<file path="src/acs_regs.svh">
// Control word layout, reset values and timing counts for the converter control block
`ifndef ACS_REGS_SVH
`define ACS_REGS_SVH

// ==========================================================
// Control word fields
`define ACS_CTRL_W 12
`define ACS_CTRL_RST 12'h000
`define ACS_PWR_HI 11
`define ACS_PWR_LO 10
`define ACS_CODING_BIT 9
`define ACS_REFSEL_BIT 8
`define ACS_CHAN_HI 7
`define ACS_CHAN_LO 5
`define ACS_INCFG_HI 4
`define ACS_INCFG_LO 3
`define ACS_MASKSEL_BIT 2
`define ACS_CHAIN_BIT 1
`define ACS_RANGE_BIT 0
`define ACS_MASK_RST 8'h00

// ==========================================================
// Wake-up times and cycle counts at 100 MHz
`define ACS_CLK_MHZ 100
`define ACS_WAKE_INT_US 7
`define ACS_WAKE_EXT_NS 600
`define ACS_WAKE_INT_CYC (`ACS_WAKE_INT_US * `ACS_CLK_MHZ)
`define ACS_WAKE_EXT_CYC ((`ACS_WAKE_EXT_NS * `ACS_CLK_MHZ) / 1000)

`endif

</file>
<file path="src/acs_pkg.sv">
// Types shared by the converter control block
`default_nettype none
package acs_pkg;
  typedef enum logic [1:0] {
    ACS_PWR_NORMAL = 2'h0,
    ACS_PWR_AUTO_OFF = 2'h1,
    ACS_PWR_AUTO_STBY = 2'h2,
    ACS_PWR_FULL_OFF = 2'h3
  } acs_pwr_e;
  typedef enum logic [1:0] {
    ACS_IN_SINGLE = 2'h0,
    ACS_IN_PSEUDO4 = 2'h1,
    ACS_IN_DIFF = 2'h2,
    ACS_IN_PSEUDO7 = 2'h3
  } acs_incfg_e;
endpackage
`default_nettype wire

</file>
<file path="src/acs_ctrl.sv">
// Converter control: control word, sequence mask, input mux and power sequencing
//
// Contract
// RL1 - Power code 00 keeps everything powered
// RL2 - Code 01 powers fully down after conversion
// RL3 - Code 10 standby; wakes 7 us/600 ns
// RL4 - Code 11 powers down, control word kept
// RL5 - Single-ended: channel positive, negative analog ground
// RL6 - Differential pairs; odd address swaps polarity
// RL7 - Pseudo pairs map like fully differential
// RL8 - Seven-input pseudo uses input 7 negative
// RL9 - No sequencing converts last written address
// RL10 - Mask-select write arms next mask load
// RL11 - Chain-only write keeps running sequence
// RL12 - Both set: channels 0 to address, wrap
// RL13 - Eight-bit write-only mask on strobe rise
// RL14 - Mask load only after arming control write
// RL15 - Host sets pair bits in pair modes
// RL16 - Enabled channels stepped ascending, then wrap
// RL17 - Sequence runs until other control write
// RL18 - Pairs sequenced only even-positive
// RL19 - Twelve-bit control word field layout
// RL20 - Control word resets to zero
// RL21 - Falling convert strobe samples and advances
// RL22 - Mask load or consecutive write restarts
// RL23 - Skip clear bits; empty mask uses address
`timescale 1ns/1ps
`default_nettype none
`include "acs_regs.svh"

module acs_ctrl #(
  parameter int unsigned WAKE_INT_CYC = `ACS_WAKE_INT_CYC,
  parameter int unsigned WAKE_EXT_CYC = `ACS_WAKE_EXT_CYC
) (
  // Clock and reset
  input wire logic clk_in,
  input wire logic rstn_in,
  // Parallel host bus pins
  input wire logic chip_sel_n_in,
  input wire logic write_n_in,
  input wire logic [11:0] bus_data_in,
  input wire logic sample_strobe_n_in,
  // Conversion handshake from the analog core
  input wire logic conv_done_in,
  // Input selection: one-hot, bit 8 is analog_ground
  output logic [8:0] pos_sel_out,
  output logic [8:0] neg_sel_out,
  output logic [2:0] conv_chan_out,
  output logic conv_start_out,
  // Power and settings
  output logic core_pwr_out,
  output logic ref_pwr_out,
  output logic ready_out,
  output logic coding_out,
  output logic ref_int_out,
  output logic range_out
);

  // ==========================================================
  // Elaboration checks
  if (WAKE_INT_CYC < 1 || WAKE_EXT_CYC < 1 || WAKE_INT_CYC > 65535 || WAKE_EXT_CYC > 65535) begin : g_bad_wake
    $error("wake counts out of range");
  end

  // ==========================================================
  // Pin synchronisers
  logic [1:0] cs_sync_r, wr_sync_r, cv_sync_r;
  logic [11:0] d_s1_r, d_s2_r;
  logic wr_prev_r, cv_prev_r;
  always_ff @(posedge clk_in or negedge rstn_in) begin
    if (!rstn_in) begin
      cs_sync_r <= 2'h3;
      wr_sync_r <= 2'h3;
      cv_sync_r <= 2'h3;
      d_s1_r <= 12'h000;
      d_s2_r <= 12'h000;
      wr_prev_r <= 1'b1;
      cv_prev_r <= 1'b1;
    end else begin
      cs_sync_r <= {cs_sync_r[0], chip_sel_n_in};
      wr_sync_r <= {wr_sync_r[0], write_n_in};
      cv_sync_r <= {cv_sync_r[0], sample_strobe_n_in};
      d_s1_r <= bus_data_in;
      d_s2_r <= d_s1_r;
      wr_prev_r <= wr_sync_r[1] | cs_sync_r[1];
      cv_prev_r <= cv_sync_r[1];
    end
  end

  // Write taken when the qualified strobe rises; data has been stable through two stages
  logic wr_rise, cv_fall;
  assign wr_rise = !wr_prev_r && (wr_sync_r[1] | cs_sync_r[1]);
  assign cv_fall = cv_prev_r && !cv_sync_r[1]; // [RL21]

  // ==========================================================
  // Control word, mask and sequencer state
  logic [11:0] ctrl_r, ctrl_nxt;
  logic [7:0] mask_r, mask_nxt;
  logic armed_r, armed_nxt;
  logic seq_on_r, seq_on_nxt;
  logic consec_r, consec_nxt;
  logic [2:0] pos_r, pos_nxt;
  logic [2:0] chan_r, chan_nxt;
  logic start_r, start_nxt;

  logic [2:0] addr;
  acs_pkg::acs_incfg_e incfg;
  assign addr = ctrl_r[`ACS_CHAN_HI:`ACS_CHAN_LO];
  assign incfg = acs_pkg::acs_incfg_e'(ctrl_r[`ACS_INCFG_HI:`ACS_INCFG_LO]);

  // Enabled set for the running sequence
  logic [7:0] eff_mask;
  logic pair_mode;
  assign pair_mode = (incfg == acs_pkg::ACS_IN_DIFF) || (incfg == acs_pkg::ACS_IN_PSEUDO4);
  genvar gi;
  generate
    for (gi = 0; gi < 8; gi++) begin : g_en
      logic base;
      assign base = consec_r ? (3'(gi) <= addr) : mask_r[gi]; // [RL12]
      // Odd members of a pair are never picked by the sequence; pair picked by its even bit
      assign eff_mask[gi] = pair_mode ? (((gi % 2) == 0) && base) : base; // [RL18]
    end
  endgenerate

  // Next enabled channel at or after a start index, wrapping
  function automatic logic [3:0] next_en(input logic [7:0] m, input logic [2:0] from);
    logic [3:0] res;
    logic [2:0] idx;
    res = 4'h8;
    for (int k = 7; k >= 0; k--) begin
      idx = 3'(from + 3'(k));
      if (m[idx]) begin
        res = {1'b0, idx};
      end
    end
    return res;
  endfunction

  logic [3:0] pick;
  assign pick = next_en(eff_mask, pos_r);

  always_comb begin
    ctrl_nxt = ctrl_r;
    mask_nxt = mask_r;
    armed_nxt = armed_r;
    seq_on_nxt = seq_on_r;
    consec_nxt = consec_r;
    pos_nxt = pos_r;
    chan_nxt = chan_r;
    start_nxt = 1'b0;
    if (wr_rise) begin
      if (armed_r) begin
        mask_nxt = d_s2_r[7:0]; // [RL10] [RL13] [RL14]
        armed_nxt = 1'b0;
        seq_on_nxt = 1'b1;
        consec_nxt = 1'b0;
        pos_nxt = 3'h0; // [RL22]
      end else begin
        ctrl_nxt = d_s2_r; // [RL19] [RL4]
        unique case ({d_s2_r[`ACS_CHAIN_BIT], d_s2_r[`ACS_MASKSEL_BIT]})
          2'b00: begin
            seq_on_nxt = 1'b0; // [RL9] [RL17]
            consec_nxt = 1'b0;
          end
          2'b01: begin
            armed_nxt = 1'b1; // [RL10]
            seq_on_nxt = 1'b0;
            consec_nxt = 1'b0;
          end
          2'b10: begin
            seq_on_nxt = seq_on_r; // [RL11]
          end
          default: begin
            seq_on_nxt = 1'b1; // [RL12]
            consec_nxt = 1'b1;
            pos_nxt = 3'h0; // [RL22]
          end
        endcase
      end
    end else if (cv_fall) begin
      start_nxt = 1'b1;
      if (seq_on_r && !pick[3]) begin
        chan_nxt = pick[2:0]; // [RL16]
        pos_nxt = 3'(pick[2:0] + 3'h1);
      end else begin
        chan_nxt = addr; // [RL9] [RL23]
      end
    end
  end

  always_ff @(posedge clk_in or negedge rstn_in) begin
    if (!rstn_in) begin
      ctrl_r <= `ACS_CTRL_RST; // [RL20]
      mask_r <= `ACS_MASK_RST;
      armed_r <= 1'b0;
      seq_on_r <= 1'b0;
      consec_r <= 1'b0;
      pos_r <= 3'h0;
      chan_r <= 3'h0;
      start_r <= 1'b0;
    end else begin
      ctrl_r <= ctrl_nxt;
      mask_r <= mask_nxt;
      armed_r <= armed_nxt;
      seq_on_r <= seq_on_nxt;
      consec_r <= consec_nxt;
      pos_r <= pos_nxt;
      chan_r <= chan_nxt;
      start_r <= start_nxt;
    end
  end

  // ==========================================================
  // Input selection, registered
  logic [8:0] pos_nx, neg_nx;
  logic [8:0] pos_q_r, neg_q_r;
  always_comb begin
    pos_nx = 9'h000;
    neg_nx = 9'h000;
    pos_nx[chan_r] = 1'b1;
    case (incfg)
      acs_pkg::ACS_IN_SINGLE: neg_nx[8] = 1'b1; // [RL5]
      acs_pkg::ACS_IN_DIFF, acs_pkg::ACS_IN_PSEUDO4: neg_nx[chan_r ^ 3'h1] = 1'b1; // [RL6] [RL7]
      default: neg_nx[7] = 1'b1; // [RL8]
    endcase
  end

  always_ff @(posedge clk_in or negedge rstn_in) begin
    if (!rstn_in) begin
      pos_q_r <= 9'h001;
      neg_q_r <= 9'h100;
    end else begin
      pos_q_r <= pos_nx;
      neg_q_r <= neg_nx;
    end
  end

  // ==========================================================
  // Power sequencing
  typedef enum {PW_ON, PW_CONV, PW_DOWN, PW_WAKE} acs_pw_e;
  acs_pw_e pw_r, pw_nxt;
  logic [15:0] wake_r, wake_nxt;
  logic wake_conv_r, wake_conv_nxt;
  acs_pkg::acs_pwr_e pmode;
  assign pmode = acs_pkg::acs_pwr_e'(ctrl_r[`ACS_PWR_HI:`ACS_PWR_LO]);

  // Reference stays up only in standby; wake count is WAKE_INT_CYC with internal reference selected, else WAKE_EXT_CYC
  always_comb begin
    pw_nxt = pw_r;
    wake_nxt = wake_r;
    wake_conv_nxt = wake_conv_r;
    case (pw_r)
      PW_ON: begin
        if (pmode == acs_pkg::ACS_PWR_FULL_OFF) begin
          pw_nxt = PW_DOWN; // [RL4]
        end else if (start_r) begin
          pw_nxt = PW_CONV;
        end
      end
      PW_CONV: begin
        if (conv_done_in) begin
          pw_nxt = (pmode == acs_pkg::ACS_PWR_AUTO_OFF || pmode == acs_pkg::ACS_PWR_AUTO_STBY)
                   ? PW_DOWN : PW_ON; // [RL1] [RL2] [RL3]
        end
      end
      PW_DOWN: begin
        // Full shutdown ignores the convert strobe; only a control write brings it back
        if (pmode == acs_pkg::ACS_PWR_NORMAL || (start_r && pmode != acs_pkg::ACS_PWR_FULL_OFF)) begin // [RL4]
          pw_nxt = PW_WAKE;
          wake_nxt = 16'(ctrl_r[`ACS_REFSEL_BIT] ? WAKE_INT_CYC : WAKE_EXT_CYC); // [RL3]
          wake_conv_nxt = start_r;
        end
      end
      default: begin
        // A start that woke the core still owes its done, so power-down can follow it.
        // A done seen while waking leaves the core up until the next conversion.
        if (conv_done_in) begin
          wake_conv_nxt = 1'b0;
        end
        if (wake_r <= 16'h0001) begin
          pw_nxt = (wake_conv_r && !conv_done_in) ? PW_CONV : PW_ON; // [RL2] [RL3]
          wake_conv_nxt = 1'b0;
        end else begin
          wake_nxt = 16'(wake_r - 16'h0001);
        end
      end
    endcase
  end

  always_ff @(posedge clk_in or negedge rstn_in) begin
    if (!rstn_in) begin
      pw_r <= PW_ON;
      wake_r <= 16'h0000;
      wake_conv_r <= 1'b0;
    end else begin
      pw_r <= pw_nxt;
      wake_r <= wake_nxt;
      wake_conv_r <= wake_conv_nxt;
    end
  end

  // ==========================================================
  // Outputs
  assign pos_sel_out = pos_q_r;
  assign neg_sel_out = neg_q_r;
  assign conv_chan_out = chan_r;
  assign conv_start_out = start_r;
  assign core_pwr_out = (pw_r != PW_DOWN); // [RL1] [RL2]
  assign ref_pwr_out = (pw_r != PW_DOWN) || (pmode == acs_pkg::ACS_PWR_AUTO_STBY); // [RL3]
  assign ready_out = (pw_r == PW_ON);
  assign coding_out = ctrl_r[`ACS_CODING_BIT];
  assign ref_int_out = ctrl_r[`ACS_REFSEL_BIT];
  assign range_out = ctrl_r[`ACS_RANGE_BIT];

  // ==========================================================
  // Assertions
  a_normal_stays_on: assert property (@(posedge clk_in) disable iff (!rstn_in) // [RL1]
    (pmode == acs_pkg::ACS_PWR_NORMAL && pw_r != PW_DOWN && pw_r != PW_WAKE) |=> core_pwr_out)
    else $error("normal mode lost power");
  a_autooff_down: assert property (@(posedge clk_in) disable iff (!rstn_in) // [RL2]
    (pw_r == PW_CONV && conv_done_in && pmode == acs_pkg::ACS_PWR_AUTO_OFF && !wr_rise)
    |=> !core_pwr_out && !ref_pwr_out)
    else $error("auto shutdown did not power down");
  a_standby_ref: assert property (@(posedge clk_in) disable iff (!rstn_in) // [RL3]
    (pw_r == PW_DOWN && pmode == acs_pkg::ACS_PWR_AUTO_STBY) |-> ref_pwr_out && !core_pwr_out)
    else $error("standby reference off");
  a_full_off_keep: assert property (@(posedge clk_in) disable iff (!rstn_in) // [RL4]
    (pw_r == PW_DOWN && !wr_rise) |=> $stable(ctrl_r))
    else $error("control word changed in shutdown");
  a_single_gnd: assert property (@(posedge clk_in) disable iff (!rstn_in) // [RL5]
    (incfg == acs_pkg::ACS_IN_SINGLE && $stable(incfg)) |=> neg_sel_out == 9'h100)
    else $error("single ended negative not ground");
  a_pair_swap: assert property (@(posedge clk_in) disable iff (!rstn_in) // [RL6]
    (pair_mode && $stable(incfg)) |=> (neg_sel_out == (pos_sel_out[0] ? 9'h002 : pos_sel_out[1] ? 9'h001 :
    pos_sel_out[2] ? 9'h008 : pos_sel_out[3] ? 9'h004 : pos_sel_out[4] ? 9'h020 : pos_sel_out[5] ? 9'h010 :
    pos_sel_out[6] ? 9'h080 : 9'h040)))
    else $error("pair mapping wrong");
  a_seven_ref: assert property (@(posedge clk_in) disable iff (!rstn_in) // [RL8]
    (incfg == acs_pkg::ACS_IN_PSEUDO7 && $stable(incfg)) |=> neg_sel_out == 9'h080)
    else $error("seven input negative not input 7");
  a_mask_load: assert property (@(posedge clk_in) disable iff (!rstn_in) // [RL14]
    (wr_rise && !armed_r) |=> $stable(mask_r))
    else $error("mask loaded without arming");
  a_nonseq_addr: assert property (@(posedge clk_in) disable iff (!rstn_in) // [RL9]
    (cv_fall && !seq_on_r && !wr_rise) |=> conv_chan_out == $past(addr) && conv_start_out)
    else $error("non sequenced channel wrong");
  a_pair_even: assert property (@(posedge clk_in) disable iff (!rstn_in) // [RL18]
    (cv_fall && seq_on_r && pair_mode && eff_mask != 8'h00 && !wr_rise) |=> !conv_chan_out[0])
    else $error("swapped pair converted");
  c_mask_seq: cover property (@(posedge clk_in) disable iff (!rstn_in) wr_rise && armed_r);
  c_consec: cover property (@(posedge clk_in) disable iff (!rstn_in) cv_fall && consec_r);
  c_wake: cover property (@(posedge clk_in) disable iff (!rstn_in) pw_r == PW_WAKE ##1 pw_r == PW_ON);

endmodule // acs_ctrl
`default_nettype wire

</file>
<file path="config.mk">
export PLATFORM = sky130hd
export DESIGN_NAME = acs_ctrl
export DESIGN_NICKNAME = d
export VERILOG_FILES = /design/src/acs_pkg.sv /design/src/acs_ctrl.sv
export VERILOG_INCLUDE_DIRS = /design/src
export SDC_FILE = /design/constraint.sdc
export NUM_CORES = 1
export LEC_CHECK = 0
export BUFFER_PORTS_ARGS = -buffer_cell sky130_fd_sc_hd__buf_2
export CAP_MARGIN = 10
export CORE_AREA = 3 3 114 116
export CTS_CLUSTER_DIAMETER = 150
export DETAILED_ROUTE_END_ITERATION = 8
export DIE_AREA = 0 0 117 119
export GPL_TIMING_DRIVEN = 0
export PLACE_DENSITY_LB_ADDON = 0.25
export SETUP_SLACK_MARGIN = 0.1
export SYNTH_ARGS = -nofsm -noshare
export SYNTH_HDL_FRONTEND = slang
export SYNTH_SLANG_ARGS = --single-unit
</file>
<file path="constraint.sdc">
create_clock -name clk_in -period 3.15 [get_ports clk_in]
set_input_delay 0.1575 -clock clk_in [delete_from_list [all_inputs] [get_ports clk_in]]
set_output_delay 0.1575 -clock clk_in [all_outputs]
set_load 0.03 [all_outputs]
</file>
== Word level (Yosys, flattened, before mapping) ==
Cells that the tools add are included.

* Flip-flop bits (word level): 128
* Bits in latches: 0
* Memory bits (writable): 0
* Bits in read-only memories: 0
* Input bits: 18
* Output and inout port bits: 28
* Word-level logic and storage cells: 180
* Memories kept: 0

* Add/subtract/negate cells: 9
* $mul: 0
* Divide/modulo/power cells: 0
* Order comparisons: 21
* Equality and inequality tests: 17
* Shifts and indexed selects: 0
* Muxes and demuxes: 72
* Bitwise gates (word level): 5
* Reduce and logical (&&, ||, !) cells: 36

{| class="wikitable"
|+ Operators by type and width
! cell !! number
|-
| 32-bit two-way mux || 5
|-
| 32-bit one-hot mux with 3 select lines || 1
|-
| 32-bit zero test || 2
|-
| 1-bit two-way mux || 33
|-
| 32-bit by 1-bit equality test with 1-bit output (second input constant) || 1
|-
| 32-bit by 2-bit equality test with 1-bit output (second input constant) || 1
|-
| 3-bit by 4-bit < comparator with 1-bit output (second input constant) || 8
|-
| 16-bit two-way mux || 2
|-
| 4-bit two-way mux || 8
|-
| 32-bit by 3-bit != test with 1-bit output (second input constant) || 1
|-
| 16-bit one-hot mux with 2 select lines || 1
|-
| 1-bit binary-select mux with 3-bit select || 8
|-
| 3-bit two-way mux || 6
|-
| 16-bit by 1-bit less-or-equal comparator with 1-bit output (second input constant) || 1
|-
| 16-bit by 1-bit subtractor with 16-bit output (second input constant) || 1
|-
| 3-bit adder (second input constant) || 4
|-
| 3-bit less-or-equal comparator (first input constant) || 4
|-
| 3-bit by 5-bit < comparator with 1-bit output (second input constant) || 2
|-
| 10-bit two-way mux || 1
|-
| 3-bit AND reduction || 3
|-
| 2-bit equality test (second input constant) || 4
|-
| 2-bit != test (second input constant) || 4
|-
| 2-bit AND reduction || 4
|-
| 1-bit logical AND || 7
|-
| other kinds (24) || 48
|}

== Longest topological paths before layout ==
Gate-level depths: netlist of the first run.

* Depth in word-level cells: 18
* Depth in mapped cells: 14
* Depth with buffers taken out: 13

== Least setup slack after synthesis of the first run ==
OpenSTA, ideal clock, no wires.

* Path type: register -> register
* Start: reg ctrl_r[3]
* End: reg pos_r[2]
* Setup time: 0.121 ns
* Data arrival time: 2.763 ns
* Required time: 3.029 ns
* Setup slack: 0.266 ns
* Cell stages (with the launch flop): 14
* Buffers on the path: 1
* Period minus slack after synthesis: 2.884 ns
* Cell sequence: dfrtp_1 -> inv_1 -> ha_1 -> or2_1 -> buf_4 -> a21oi_2 -> or2_4 -> mux4_2 -> or3_1 -> a211oi_2 -> o21a_2 -> ha_1 -> xnor2_1 -> o21ai_1

* Word-level cells in the longest chain between the ends: 17
* Elaborated cells on any way between the ends: 39
* Classes of those cells: 1 x add/sub; 2 x eq/ne; 31 x mux; 5 x reduce/logical

{| class="wikitable"
|+ RTL lines
! item !! RTL line !! text
|-
| start, declared || acs_ctrl.sv:97 || <nowiki>logic [11:0] ctrl_r, ctrl_nxt;</nowiki>
|-
| start signal, assigned || acs_ctrl.sv:193 || <nowiki>ctrl_r <= `ACS_CTRL_RST;</nowiki>
|-
| start signal, assigned || acs_ctrl.sv:202 || <nowiki>ctrl_r <= ctrl_nxt;</nowiki>
|-
| 2-bit equality test / 2-bit by 1-bit equality test with 1-bit output (equally long branches) || acs_ctrl.sv:114 || <nowiki>assign pair_mode = (incfg == acs_pkg::ACS_IN_DIFF) || (incfg == acs_pkg::ACS_IN_PSEUDO4);</nowiki>
|-
| 1-bit logical OR * || acs_ctrl.sv:114 ||
|-
| 1-bit two-way mux || acs_ctrl.sv:121 || <nowiki>assign eff_mask[gi] = pair_mode ? (((gi % 2) == 0) && base) : base;</nowiki>
|-
| 1-bit binary-select mux with 3-bit select || acs_ctrl.sv:132 || <nowiki>if (m[idx]) begin</nowiki>
|-
| 1-bit two-way mux (not written as such) || acs_ctrl.sv:132 ||
|-
| 4-bit two-way mux (7 in a row) || acs_ctrl.sv:132 ||
|-
| 4-bit two-way mux * || acs_ctrl.sv:132 ||
|-
| 3-bit by 1-bit adder with 3-bit output / 1-bit zero test (equally long branches) || acs_ctrl.sv:184, acs_ctrl.sv:182 ||
|-
| 3-bit two-way mux / 1-bit logical AND (equally long branches) || acs_ctrl.sv:182 || <nowiki>if (seq_on_r && !pick[3]) begin</nowiki>
|-
| 3-bit two-way mux / 2-bit nonzero test (equally long branches) || - ||
|-
| 3-bit two-way mux / 3-bit AND reduction (equally long branches) || - ||
|-
| end signal, assigned || acs_ctrl.sv:207 || <nowiki>pos_r <= pos_nxt;</nowiki>
|-
| end, declared || acs_ctrl.sv:102 || <nowiki>logic [2:0] pos_r, pos_nxt;</nowiki>
|}

Mark *: on every way between the ends. The rest lies on a longest branch, timed or not. The select of a mux whose other input is x is not followed.
A chain may end at the register's enable or synchronous reset.

== Worst setup path after layout of the first run ==
* Start: reg pos_r[1]
* End: reg pos_r[2]

* Word-level cells in the longest chain between the ends: 15
* Elaborated cells on any way between the ends: 39
* Classes of those cells: 8 x add/sub; 27 x mux; 4 x reduce/logical

{| class="wikitable"
|+ RTL lines
! item !! RTL line !! text
|-
| 3-bit adder || acs_ctrl.sv:131 || <nowiki>idx = 3'(from + 3'(k));</nowiki>
|-
| 1-bit binary-select mux with 3-bit select || acs_ctrl.sv:132 ||
|-
| 1-bit two-way mux (not written as such) || acs_ctrl.sv:132 ||
|-
| 4-bit two-way mux (7 in a row) || acs_ctrl.sv:132 ||
|-
| 4-bit two-way mux * || acs_ctrl.sv:132 ||
|-
| 3-bit by 1-bit adder with 3-bit output / 1-bit zero test (equally long branches) || acs_ctrl.sv:184, acs_ctrl.sv:182 ||
|-
| 3-bit two-way mux / 1-bit logical AND (equally long branches) || acs_ctrl.sv:182 ||
|-
| 3-bit two-way mux / 2-bit nonzero test (equally long branches) || - ||
|-
| 3-bit two-way mux / 3-bit AND reduction (equally long branches) || - ||
|}

Marked as above.

==> run_results.csv, run 1 <==
group,metric,value,unit
run_status,status,"complete, no violations",
synthesis,avgSynthCellArea,10.30,sq um
timing,post-route-period-util,0.9525,
worst_setup_path,end_kind,"register",
worst_hold_path,hold_class,"in -> reg",
drt,detail-route-antenna-nets,0,
worst_setup_path,cp.buffers_inverters,2,
pwr,power.internal,3.336,mW
placement,dp_slack,-379.6,ps
pwr,peakVddDrop,0.0003766,V
cts,numCtsBuffers,9,
grt,gr-total-overflow,0,
drt,drcViolationCount,0,
timing,setup_viol,0,
worst_setup_path,critPathLaunchType,"register",
timing,period_minus_slack,3000,ps
worst_hold_path,hp-start,"conv_done_in",
worst_setup_path,reg2reg_slack,150,ps
synthesis,synth_cells,463,
worst_setup_path,required,3370,ps
floorplan,die_area,0.01392,sq mm
drt,wl_per_cell,16.09,microns
synthesis,synth_warnings,0,
worst_setup_path,rr_startpoint,"pos_r[1]",
drt,drt_iter0_drc,315,
layout,utilization,0.5055,
timing,fin_skew,5.877,ps
timing,worst-slew-pin-transition,865.4,ps
drt,first_pass_iters,5,
timing,timing.fmax,333.3,MHz
timing,report.final.slew_viol_count,0,
synthesis,synth_nets,490,
timing,rsz0062_at_grt,"yes",
synthesis,yosys_most_used_dff,"dfrtp_1",
worst_setup_path,worstPathArrival,3220,ps
pwr,powerDensity,924.1,mW/mm^2
synthesis,synth_top_family_by_area,"simple AND/OR/NAND/NOR gates",
layout,num-nets-final,579,
synthesis,synth_mux_area_frac,0.06534,
layout,drive_gt1_frac,0.3052,
pwr,p_seq_frac,0.284,
synthesis,synth_cell_types,70,
synthesis,synth_adder_area_share,0.02572,
synthesis,synth_compound_area_frac,0.1614,
grt,grt_max_degree,67,
worst_setup_path,crit_type,"reg -> reg",
grt,grt_usage,0.1703,
placement,portBuffers,44,
synthesis,ys_ff_latch,96,
placement,hpwl,7.833,mm
synthesis,synth-edff-count,0,
synthesis,synth_xor_xnor_area_share,0.02388,
grt,grt_pass1_vias,3787,
cts,cts_root_buf,"clkbuf_16",
cts,clk_pin_slew,70,ps
worst_setup_path,critPathMaxStageDelay,570,ps
worst_hold_path,whs_path_depth,2,
synthesis,netlist_area,0.004768,sq mm
pwr,clkPwrFrac,0.197,
pwr,leakage,2.689,nW
cts,max-clock-path-buffers,2,
synthesis,seq_area_frac_synth,0.5064,
cts,cts_tree,"built",
floorplan,start_util,0.3970,
floorplan,io_pins,46,
grt,grt_pass1_wl,18.86,mm
layout,fillerInstances,1053,
worst_hold_path,min_to,"pw_r[0]",
floorplan,num_rows,40,
worst_setup_path,timing.critical_path.cells,"inv_2 > ha_2 > xnor2_2 > mux4_2 > buf_6 > a211oi_4 > mux2i_2 > ha_2 > xnor2_1 > o21ai_1",
timing,hold_violations,0,
drt,wirelength,11.33,mm
worst_setup_path,cp_common_cell,"ha_2",
timing,setup_slack,149.8,ps
pwr,switchingPower,2.275,mW
floorplan,die_w,117,microns
cts,cts.htree.levels,3,
job,cap_violations,0,
grt,antenna_found_initial,0,
layout,num_antenna_cells,0,
cts,cts.sinks,96,
synthesis,async_flop_share,1.000,
drt,viasPerCell,5.412,
worst_setup_path,critical_path.top_delay_family,"multiplexers",
synthesis,yosys.area_share.simple,0.1776,
worst_setup_path,cp_slowest_cell,"mux4_2",
cts,clk_latency,330,ps
worst_setup_path,rr_endpoint,"pos_r[2]",
layout,syn2layout_area_growth,27.34,%
pwr,power.share.combinational,0.519,
timing,relSlewSlack,0.4177,
pwr,switching_share,0.4054,
placement,gp_congestion,0.8908,
worst_setup_path,crit_fanout,9,
floorplan,die_y,119,microns
drt,vias,3810,
worst_setup_path,rr_worst_depth,10,
floorplan,core,0.01201,sq mm
==> state kept, by name, summed over array words and instances (netlist names) <==
register        count
cv_sync_r           2
wake_conv_r         1
pos_r               3
conv_chan_out       3
neg_sel_out         9
d_s1_r             12
armed_r             1
wr_sync_r           2
mask_r              8
consec_r            1
conv_start_out      1
wake_r             16
d_s2_r             12
ctrl_r             10
cv_prev_r           1
seq_on_r            1
cs_sync_r           2
pos_sel_out         8
pw_r                2
wr_prev_r           1
==> final cells by class <==
class | count | area (sq um) | share of cell area
Clock inverter | 4 | 52.55 | 0.008654
Multi-Input combinational cell | 329 | 2425 | 0.3993
Inverter | 21 | 78.83 | 0.01298
Timing Repair Buffer | 78 | 541.8 | 0.08922
Sequential cell | 96 | 2417 | 0.3981
Buffer | 17 | 116.4 | 0.01916
Clock buffer | 12 | 256.5 | 0.04224
Tap cell | 147 | 183.9 | 0.03029
==> worst max path at each step <==
stage                     startpoint       end  cells past startpoint
after floorplan            ctrl_r[3]  pos_r[2]                     13
after global placement     ctrl_r[3]  pos_r[2]                     13
after detailed placement   ctrl_r[3]  pos_r[2]                     13
after CTS                  ctrl_r[3]  pos_r[2]                     12
after global routing        pos_r[1]  pos_r[2]                     10
final                       pos_r[1]  pos_r[2]                     10
==> logic make-up (layout without fill, tap and decap cells) <==
kind of cell / Yosys count / after routing
compound gates: 113 / 113
simple gates: 164 / 164
other cells: 1 / 1
fa+ha+maj: 10 / 10
mux: 28 / 28
flops: 96 / 96
buf+inv: 38 / 132
xor+xnor: 13 / 13
==> per-stage QoR <==
step | hold WS, ps | TNS (ps) | total power, mW | cells | area, sq um
2_1_floorplan | -138.1 | 0 | 3.237 | 463 | 4768
3_3_place_gp | 263.3 | -1109 | 3.815 | 654 | 5172
3_5_place_dp | 126.4 | -867.3 | 3.804 | 655 | 5202
4_1_cts | 20.64 | 0 | 5.108 | 692 | 5796
5_1_grt | 45.03 | 0 | 5.945 | 704 | 6072
6_report | 36.66 | 0 | 5.611 | 704 | 6072
==> power by group through the flow <==
stage | Combinational, mW | Sequential (mW) | Clock (mW)
after floorplan | 1.49 | 1.75 | 0
after global placement | 2.20 | 1.61 | 0
after detailed placement | 2.19 | 1.61 | 0
after CTS | 2.37 | 1.60 | 1.14
after global routing | 3.13 | 1.62 | 1.20
final | 2.91 | 1.59 | 1.11
==> worst reg2reg max path, stage by stage (launching register included) <==
cell and delay (ps):
dfrtp_2 480, inv_2 220, ha_2 300, xnor2_2 180, mux4_2 570, buf_6 150
a211oi_4 260, mux2i_2 310, ha_2 220, xnor2_1 130, o21ai_1 80
==> cell usage in the layout (no fill, tap or decap), types with 3 or more instances in the layout <==
cell | netlist | routed
o31ai_1 | 7 | 5
nor2_1 | 49 | 48
o21ai_1 | 4 | 3
nor3_1 | 14 | 14
or2_2 | 4 | 4
or3_1 | 5 | 4
clkbuf_2 | 0 | 3
o22ai_1 | 3 | 3
buf_4 | 4 | 20
a32oi_1 | 3 | 3
o21ai_0 | 31 | 30
mux2i_1 | 12 | 10
a21o_1 | 7 | 7
a21oi_1 | 23 | 22
mux2_2 | 15 | 15
buf_6 | 2 | 4
a211oi_1 | 6 | 3
ha_2 | 0 | 3
clkbuf_16 | 0 | 9
nand3_1 | 13 | 13
a211oi_4 | 0 | 4
dfrtp_1 | 86 | 84
nand2_1 | 34 | 34
and3_1 | 4 | 4
or4_1 | 4 | 4
inv_2 | 2 | 4
ha_1 | 9 | 5
buf_2 | 1 | 43
o32ai_1 | 7 | 3
inv_1 | 18 | 16
nand2b_1 | 9 | 7
nand4_1 | 5 | 5
nand3b_1 | 3 | 3
clkbuf_1 | 8 | 6
xor2_1 | 6 | 5
or2_1 | 3 | 3
dlygate4sd3_1 | 0 | 16
dfstp_2 | 10 | 10
xnor2_1 | 7 | 5
==> timing repair <==
item	CTS	global route
pin swaps	2	15
buffers inserted	5	12
hold buffers	16	0
hold endpoints to repair	37	0
gates resized for setup	18	40
endpoints found under the setup margin	5	6
==> layer usage <==
metal	vias to the layer above	global-route usage	wire, microns
li1	1837	-	-
met1	1841	0.2343	5050
met2	109	0.2713	5593
met3	23	0.02896	448
met4	0	0.05735	234
met5	-	0	0
==> Yosys cell counts, drive strengths merged, types with 5 or more instances <==
cell,count,area (sq um)
mux2,15,168.9
mux2i,12,120.1
a21o,7,52.55
nor2,49,183.9
or2,9,61.31
a21oi,25,132.6
dfstp,10,262.8
dfrtp,86,2152
ha,9,112.6
buf,9,76.31
or3,5,31.28
nand2b,9,56.30
o31ai,7,52.55
a211oi,8,70.06
inv,20,75.07
nand4,5,31.28
o21ai,35,175.2
xor2,6,52.55
nand2,35,133.9
nor3,15,80.08
xnor2,7,61.31
nand3,13,65.06
o32ai,7,61.31
clkbuf,8,30.03
No activity file was read; power rests on OpenSTA's default activity.
==> inputs of run 2 (changes only) <==
CORE_AREA = 3 3 98 100   (was 3 3 114 116)
DIE_AREA = 0 0 101 103   (was 0 0 117 119)
==> run_results.csv, run 2 (synthesis results as in run 1) <==
group,metric,value,unit
run_status,status,"complete, no violations",
job,cap_violations,0,
placement,portBuffers,44,
placement,hpwl,7.520,mm
timing,setup_viol,0,
grt,antenna_found_initial,0,
cts,clk_latency,370,ps
layout,fin_cells,656,
timing,rsz0062_at_grt,"no",
drt,vias,3815,
timing,worst-slew-pin-transition,887.8,ps
layout,fillerInstances,724,
cts,cts.htree.levels,3,
grt,gr-total-overflow,0,
layout,drive_gt1_frac,0.2792,
floorplan,start_util,0.5441,
layout,final_cell_mix,"84 x dfrtp_1, 48 x nor2_1, 44 x buf_2",
timing,fin_skew,18.67,ps
worst_setup_path,rr_worst_depth,13,
drt,first_pass_iters,4,
pwr,peakVddDrop,0.0004792,V
timing,hold_violations,0,
worst_setup_path,crit_type,"reg -> reg",
pwr,powerDensity,871.4,mW/mm^2
worst_hold_path,whs_path_depth,2,
cts,cts_root_buf,"clkbuf_8",
layout,syn2layout_area_growth,20.81,%
timing,relSlewSlack,0.4027,
layout,num_antenna_cells,0,
drt,viasPerCell,5.816,
timing,post-route-period-util,0.9515,
worst_setup_path,timing.critical_path.cells,"inv_1 > ha_4 > or2_1 > buf_6 > a21oi_2 > or2_4 > mux4_2 > buf_4 > a211oi_2 > mux2i_1 > ha_2 > inv_1 > o21ai_1",
grt,grt_pass1_wl,17.59,mm
worst_setup_path,required,3410,ps
floorplan,io_pins,46,
grt,grt_pass1_vias,3606,
floorplan,num_rows,34,
floorplan,die_w,101,microns
worst_setup_path,path_depth,13,
layout,mostFrequentLayoutCell,"dfrtp_1",
worst_setup_path,cp_common_cell,"inv_1",
pwr,leakage,2.590,nW
worst_setup_path,rr_startpoint,"ctrl_r[4]",
worst_setup_path,critPathMaxStageDelay,480,ps
floorplan,core,0.008763,sq mm
placement,dp_cells,616,
layout,utilization,0.6573,
layout,num-nets-final,570,
grt,grt_usage,0.2143,
timing,final.setup.tns,0,ps
cts,numCtsBuffers,9,
floorplan,die_area,0.01040,sq mm
worst_setup_path,end_kind,"register",
timing,period_minus_slack,2997,ps
layout,reg.largest.list,"wake_r x16, d_s1_r x12, d_s2_r x12",
drt,drt_iter0_drc,203,
cts,max-clock-path-buffers,2,
drt,wl_per_cell,16.31,microns
worst_setup_path,critical_path.top_delay_family,"multiplexers",
worst_setup_path,cp.buffers_inverters,4,
cts,cts_tree,"built",
drt,wirelength,10.70,mm
drt,detail-route-antenna-nets,0,
layout,largest_reg_flops,16,
floorplan,die_y,103,microns
worst_setup_path,critPathLaunchType,"register",
worst_setup_path,worstPathArrival,3250,ps
worst_hold_path,hp-start,"conv_done_in",
cts,cts.sinks,96,
placement,gp_congestion,0.8824,
worst_setup_path,crit_start,"ctrl_r[4]",
grt,grt_max_degree,72,
timing,report.final.slew_viol_count,0,
drt,drcViolationCount,0,
worst_hold_path,hold_class,"in -> reg",
cts,clk_pin_slew,100,ps
worst_setup_path,cp_slowest_cell,"mux4_2",
layout,largest_register,"wake_r",
worst_setup_path,crit_fanout,6,
timing,timing.fmax,333.7,MHz
run 2: final cells by class:
cell class | instances | area (sq um) | share of cell area
Buffer | 17 | 113.9 | 0.01977
Clock buffer | 10 | 148.9 | 0.02585
Clock inverter | 6 | 62.56 | 0.01086
Inverter | 21 | 78.83 | 0.01368
Multi-Input combinational cell | 329 | 2333 | 0.4051
Sequential cell | 96 | 2417 | 0.4196
Tap cell | 108 | 135.1 | 0.02346
Timing Repair Buffer | 69 | 470.5 | 0.08167
run 2: worst paths after layout:
check,to,slack (ps)
max reg2reg,pos_r[1],150
min reg2reg,d_s2_r[7],360
min in group asynchronous,pos_sel_out[6],230
max,pos_r[1],150
max in group asynchronous,wake_r[8],2270
min,pw_r[0],20
run 2: power breakdown:
part	internal, mW	switching [mW]	leakage (nW)	total, mW
Combinational	1.08	1.54	1.31	2.62
Sequential	1.44	0.155	1.18	1.59
Clock	0.357	0.450	0.108	0.807
Total	2.88	2.14	2.59	5.02
run 2: what timing repair did:
item,4_1_cts,5_1_grt
hold buffers,16,0
endpoints found under the hold margin,40,0
endpoints found under the setup margin,5,6
resized for setup,17,23
setup buffers,4,4
pin swaps,3,9
run 2: layer usage:
layer	global-route usage	up-vias	share of wire
met5	0	-	0
met4	0.07975	0	0.017
met3	0.04060	17	0.055
met2	0.3327	124	0.48
met1	0.3021	1856	0.45
li1	-	1818	-
run 2: per-stage QoR:
step                instance area [sq um]  setup slack [ps]  total power, mW  hold WS, ps
detailed placement                   5154            -362.6            3.808        95.58
CTS                                  5637             102.6            4.801        3.119
floorplan                            4768             266.0            3.237       -138.1
global placement                     5124            -270.3            3.747        264.2
finish                               5761             152.9            5.020        19.68
global route                         5761             48.23            5.341        6.359
==> inputs of run 3 (changes only) <==
BUFFER_PORTS_ARGS = default   (was -buffer_cell sky130_fd_sc_hd__buf_2)
DONT_BUFFER_PORTS = 1   (was default)
GPL_TIMING_DRIVEN = default   (was 0)
clock period = 3 ns   (was 3.15 ns; I/O delays follow)
==> run_results.csv, run 3 (synthesis results as in run 1) <==
group,metric,value,unit
run_status,status,"complete, no violations",
job,cap_violations,0,
worst_setup_path,timing.critical_path.cells,"ha_4 > buf_4 > xor2_1 > buf_4 > a21oi_1 > a21oi_1 > o32ai_2 > nor2_1 > a211oi_2 > a211oi_4 > mux2i_1 > ha_2 > inv_2 > o21ai_1",
floorplan,num_rows,34,
layout,fillerInstances,645,
placement,portBuffers,0,
floorplan,io_pins,46,
layout,mostFrequentLayoutCell,"dfrtp_1",
cts,cts.sinks,96,
pwr,clkPwrFrac,0.149,
cts,clk_pin_slew,110,ps
worst_setup_path,crit_fanout,6,
layout,largest_register,"wake_r",
floorplan,die_w,101,microns
cts,cts_root_buf,"clkbuf_8",
drt,detail-route-antenna-nets,0,
timing,final.setup.tns,0,ps
layout,largest_reg_flops,16,
layout,drive_gt1_frac,0.2913,
pwr,peakVddDrop,0.0006125,V
grt,grt_max_degree,97,
timing,post-route-period-util,0.9688,
worst_hold_path,hold_class,"in -> reg",
placement,gp_congestion,0.9601,
cts,max-clock-path-buffers,2,
grt,grt_pass1_vias,3560,
timing,hold_violations,0,
drt,drcViolationCount,0,
worst_setup_path,critPathMaxStageDelay,470,ps
pwr,power.internal,3.221,mW
timing,setup_viol,0,
pwr,power.share.combinational,0.506,
worst_setup_path,end_kind,"register",
drt,first_pass_iters,5,
floorplan,start_util,0.5441,
grt,gr-total-overflow,0,
floorplan,die_y,103,microns
layout,num-nets-final,561,
grt,antenna_found_initial,0,
worst_setup_path,cp.buffers_inverters,3,
worst_setup_path,required,3260,ps
timing,relSlewSlack,0.6172,
drt,wirelength,11.46,mm
drt,drt_iter0_drc,358,
drt,vias,3800,
pwr,p_seq_frac,0.344,
cts,cts_tree,"built",
pwr,powerDensity,959.6,mW/mm^2
timing,fin_skew,13.47,ps
cts,cts.htree.levels,3,
drt,viasPerCell,5.873,
grt,grt_pass1_wl,17.51,mm
worst_setup_path,cp_slowest_cell,"dfrtp_2",
floorplan,die_area,0.01040,sq mm
layout,reg.largest.list,"wake_r x16, d_s1_r x12, d_s2_r x12",
cts,numCtsBuffers,9,
layout,final_cell_mix,"80 x dfrtp_1, 56 x buf_4, 48 x nor2_1",
layout,syn2layout_area_growth,22.83,%
pwr,switching_share,0.4270,
cts,clk_latency,370,ps
drt,wl_per_cell,17.72,microns
placement,hpwl,7.631,mm
timing,worst-slew-pin-transition,572.1,ps
layout,num_antenna_cells,0,
timing,timing.fmax,344.1,MHz
timing,report.final.slew_viol_count,0,
worst_setup_path,crit_type,"reg -> reg",
timing,rsz0062_at_grt,"yes",
floorplan,core,0.008763,sq mm
pwr,switchingPower,2.400,mW
worst_setup_path,worstPathArrival,3170,ps
worst_setup_path,critical_path.top_delay_family,"compound AO/OA/AOI/OAI gates",
timing,whs,119.8,ps
pwr,leakage,2.585,nW
timing,period_minus_slack,2907,ps
worst_setup_path,critPathLaunchType,"register",
grt,grt_usage,0.2136,
run 3: cell types whose count changed in the layout (fill, tap and decap cells not counted), moves of 3 or more:
cell      change
buf_2        -44
clkbuf_1      -5
dfrtp_2       +4
buf_4        +44
clkbuf_2      -3
dfrtp_1       -4
run 3: path summary, 6_finish.rpt:
check	start	end	slack, ps	cells after the start
worst max-delay path	pos_r[0]	pos_r[1]	90	14
worst min-delay path	conv_done_in	pw_r[1]	120	3
worst max register to register	pos_r[0]	pos_r[1]	90	14
worst min register to register	d_s1_r[0]	d_s2_r[0]	360	0
max in group asynchronous	rstn_in	ctrl_r[6]	2270	2
min in group asynchronous	rstn_in	neg_sel_out[7]	350	2
run 3: per-layer routing:
metal,up-vias,wire [microns],global-route usage
met4,0,301,0.07464
met2,141,5529,0.3322
met1,1831,5033,0.3032
met3,33,598,0.03924
met5,-,0,0
li1,1795,-,-
run 3: per-stage QoR:
stage	setup WS (ps)	instance area [sq um]	utilization	std cells	power [mW]
after floorplan	116.0	4768	-	463	3.399
after global placement	70.32	5097	0.5817	594	4.145
after detailed placement	20.41	5097	0.5817	594	4.181
after CTS	100.2	5525	0.6305	628	5.099
after global routing	7.884	5857	0.6683	647	5.955
final	93.49	5857	0.6683	647	5.620
run 3: what timing repair did:
action,CTS,global route
hold endpoints to repair,112,0
setup buffers,0,19
resized for setup,8,42
hold buffers,18,0
endpoints found under the setup margin,3,6
pin swaps,1,19
run 3: final cells by class:
class	count	area (sq um)	share of cell area
Clock buffer	9	123.9	0.02115
Clock inverter	7	83.83	0.01431
Inverter	21	78.83	0.01346
Multi-Input combinational cell	329	2361	0.4031
Sequential cell	96	2422	0.4136
Tap cell	108	135.1	0.02307
Timing Repair Buffer	77	651.9	0.1113
run 3: worst min-delay path: cells and delay by family:
kind | cells | cell delay, ps
AO/OA/AOI/OAI | 2 | 150
AND/OR/NAND/NOR | 1 | 150
run 3: power by group through the flow:
stage               clock network (mW)  logic (mW)  registers [mW]
floorplan                            0        1.56            1.84
global placement                     0        2.20            1.94
detailed placement                   0        2.23            1.95
CTS                              0.862        2.31            1.93
global route                     0.920        3.07            1.97
finish                           0.840        2.85            1.93
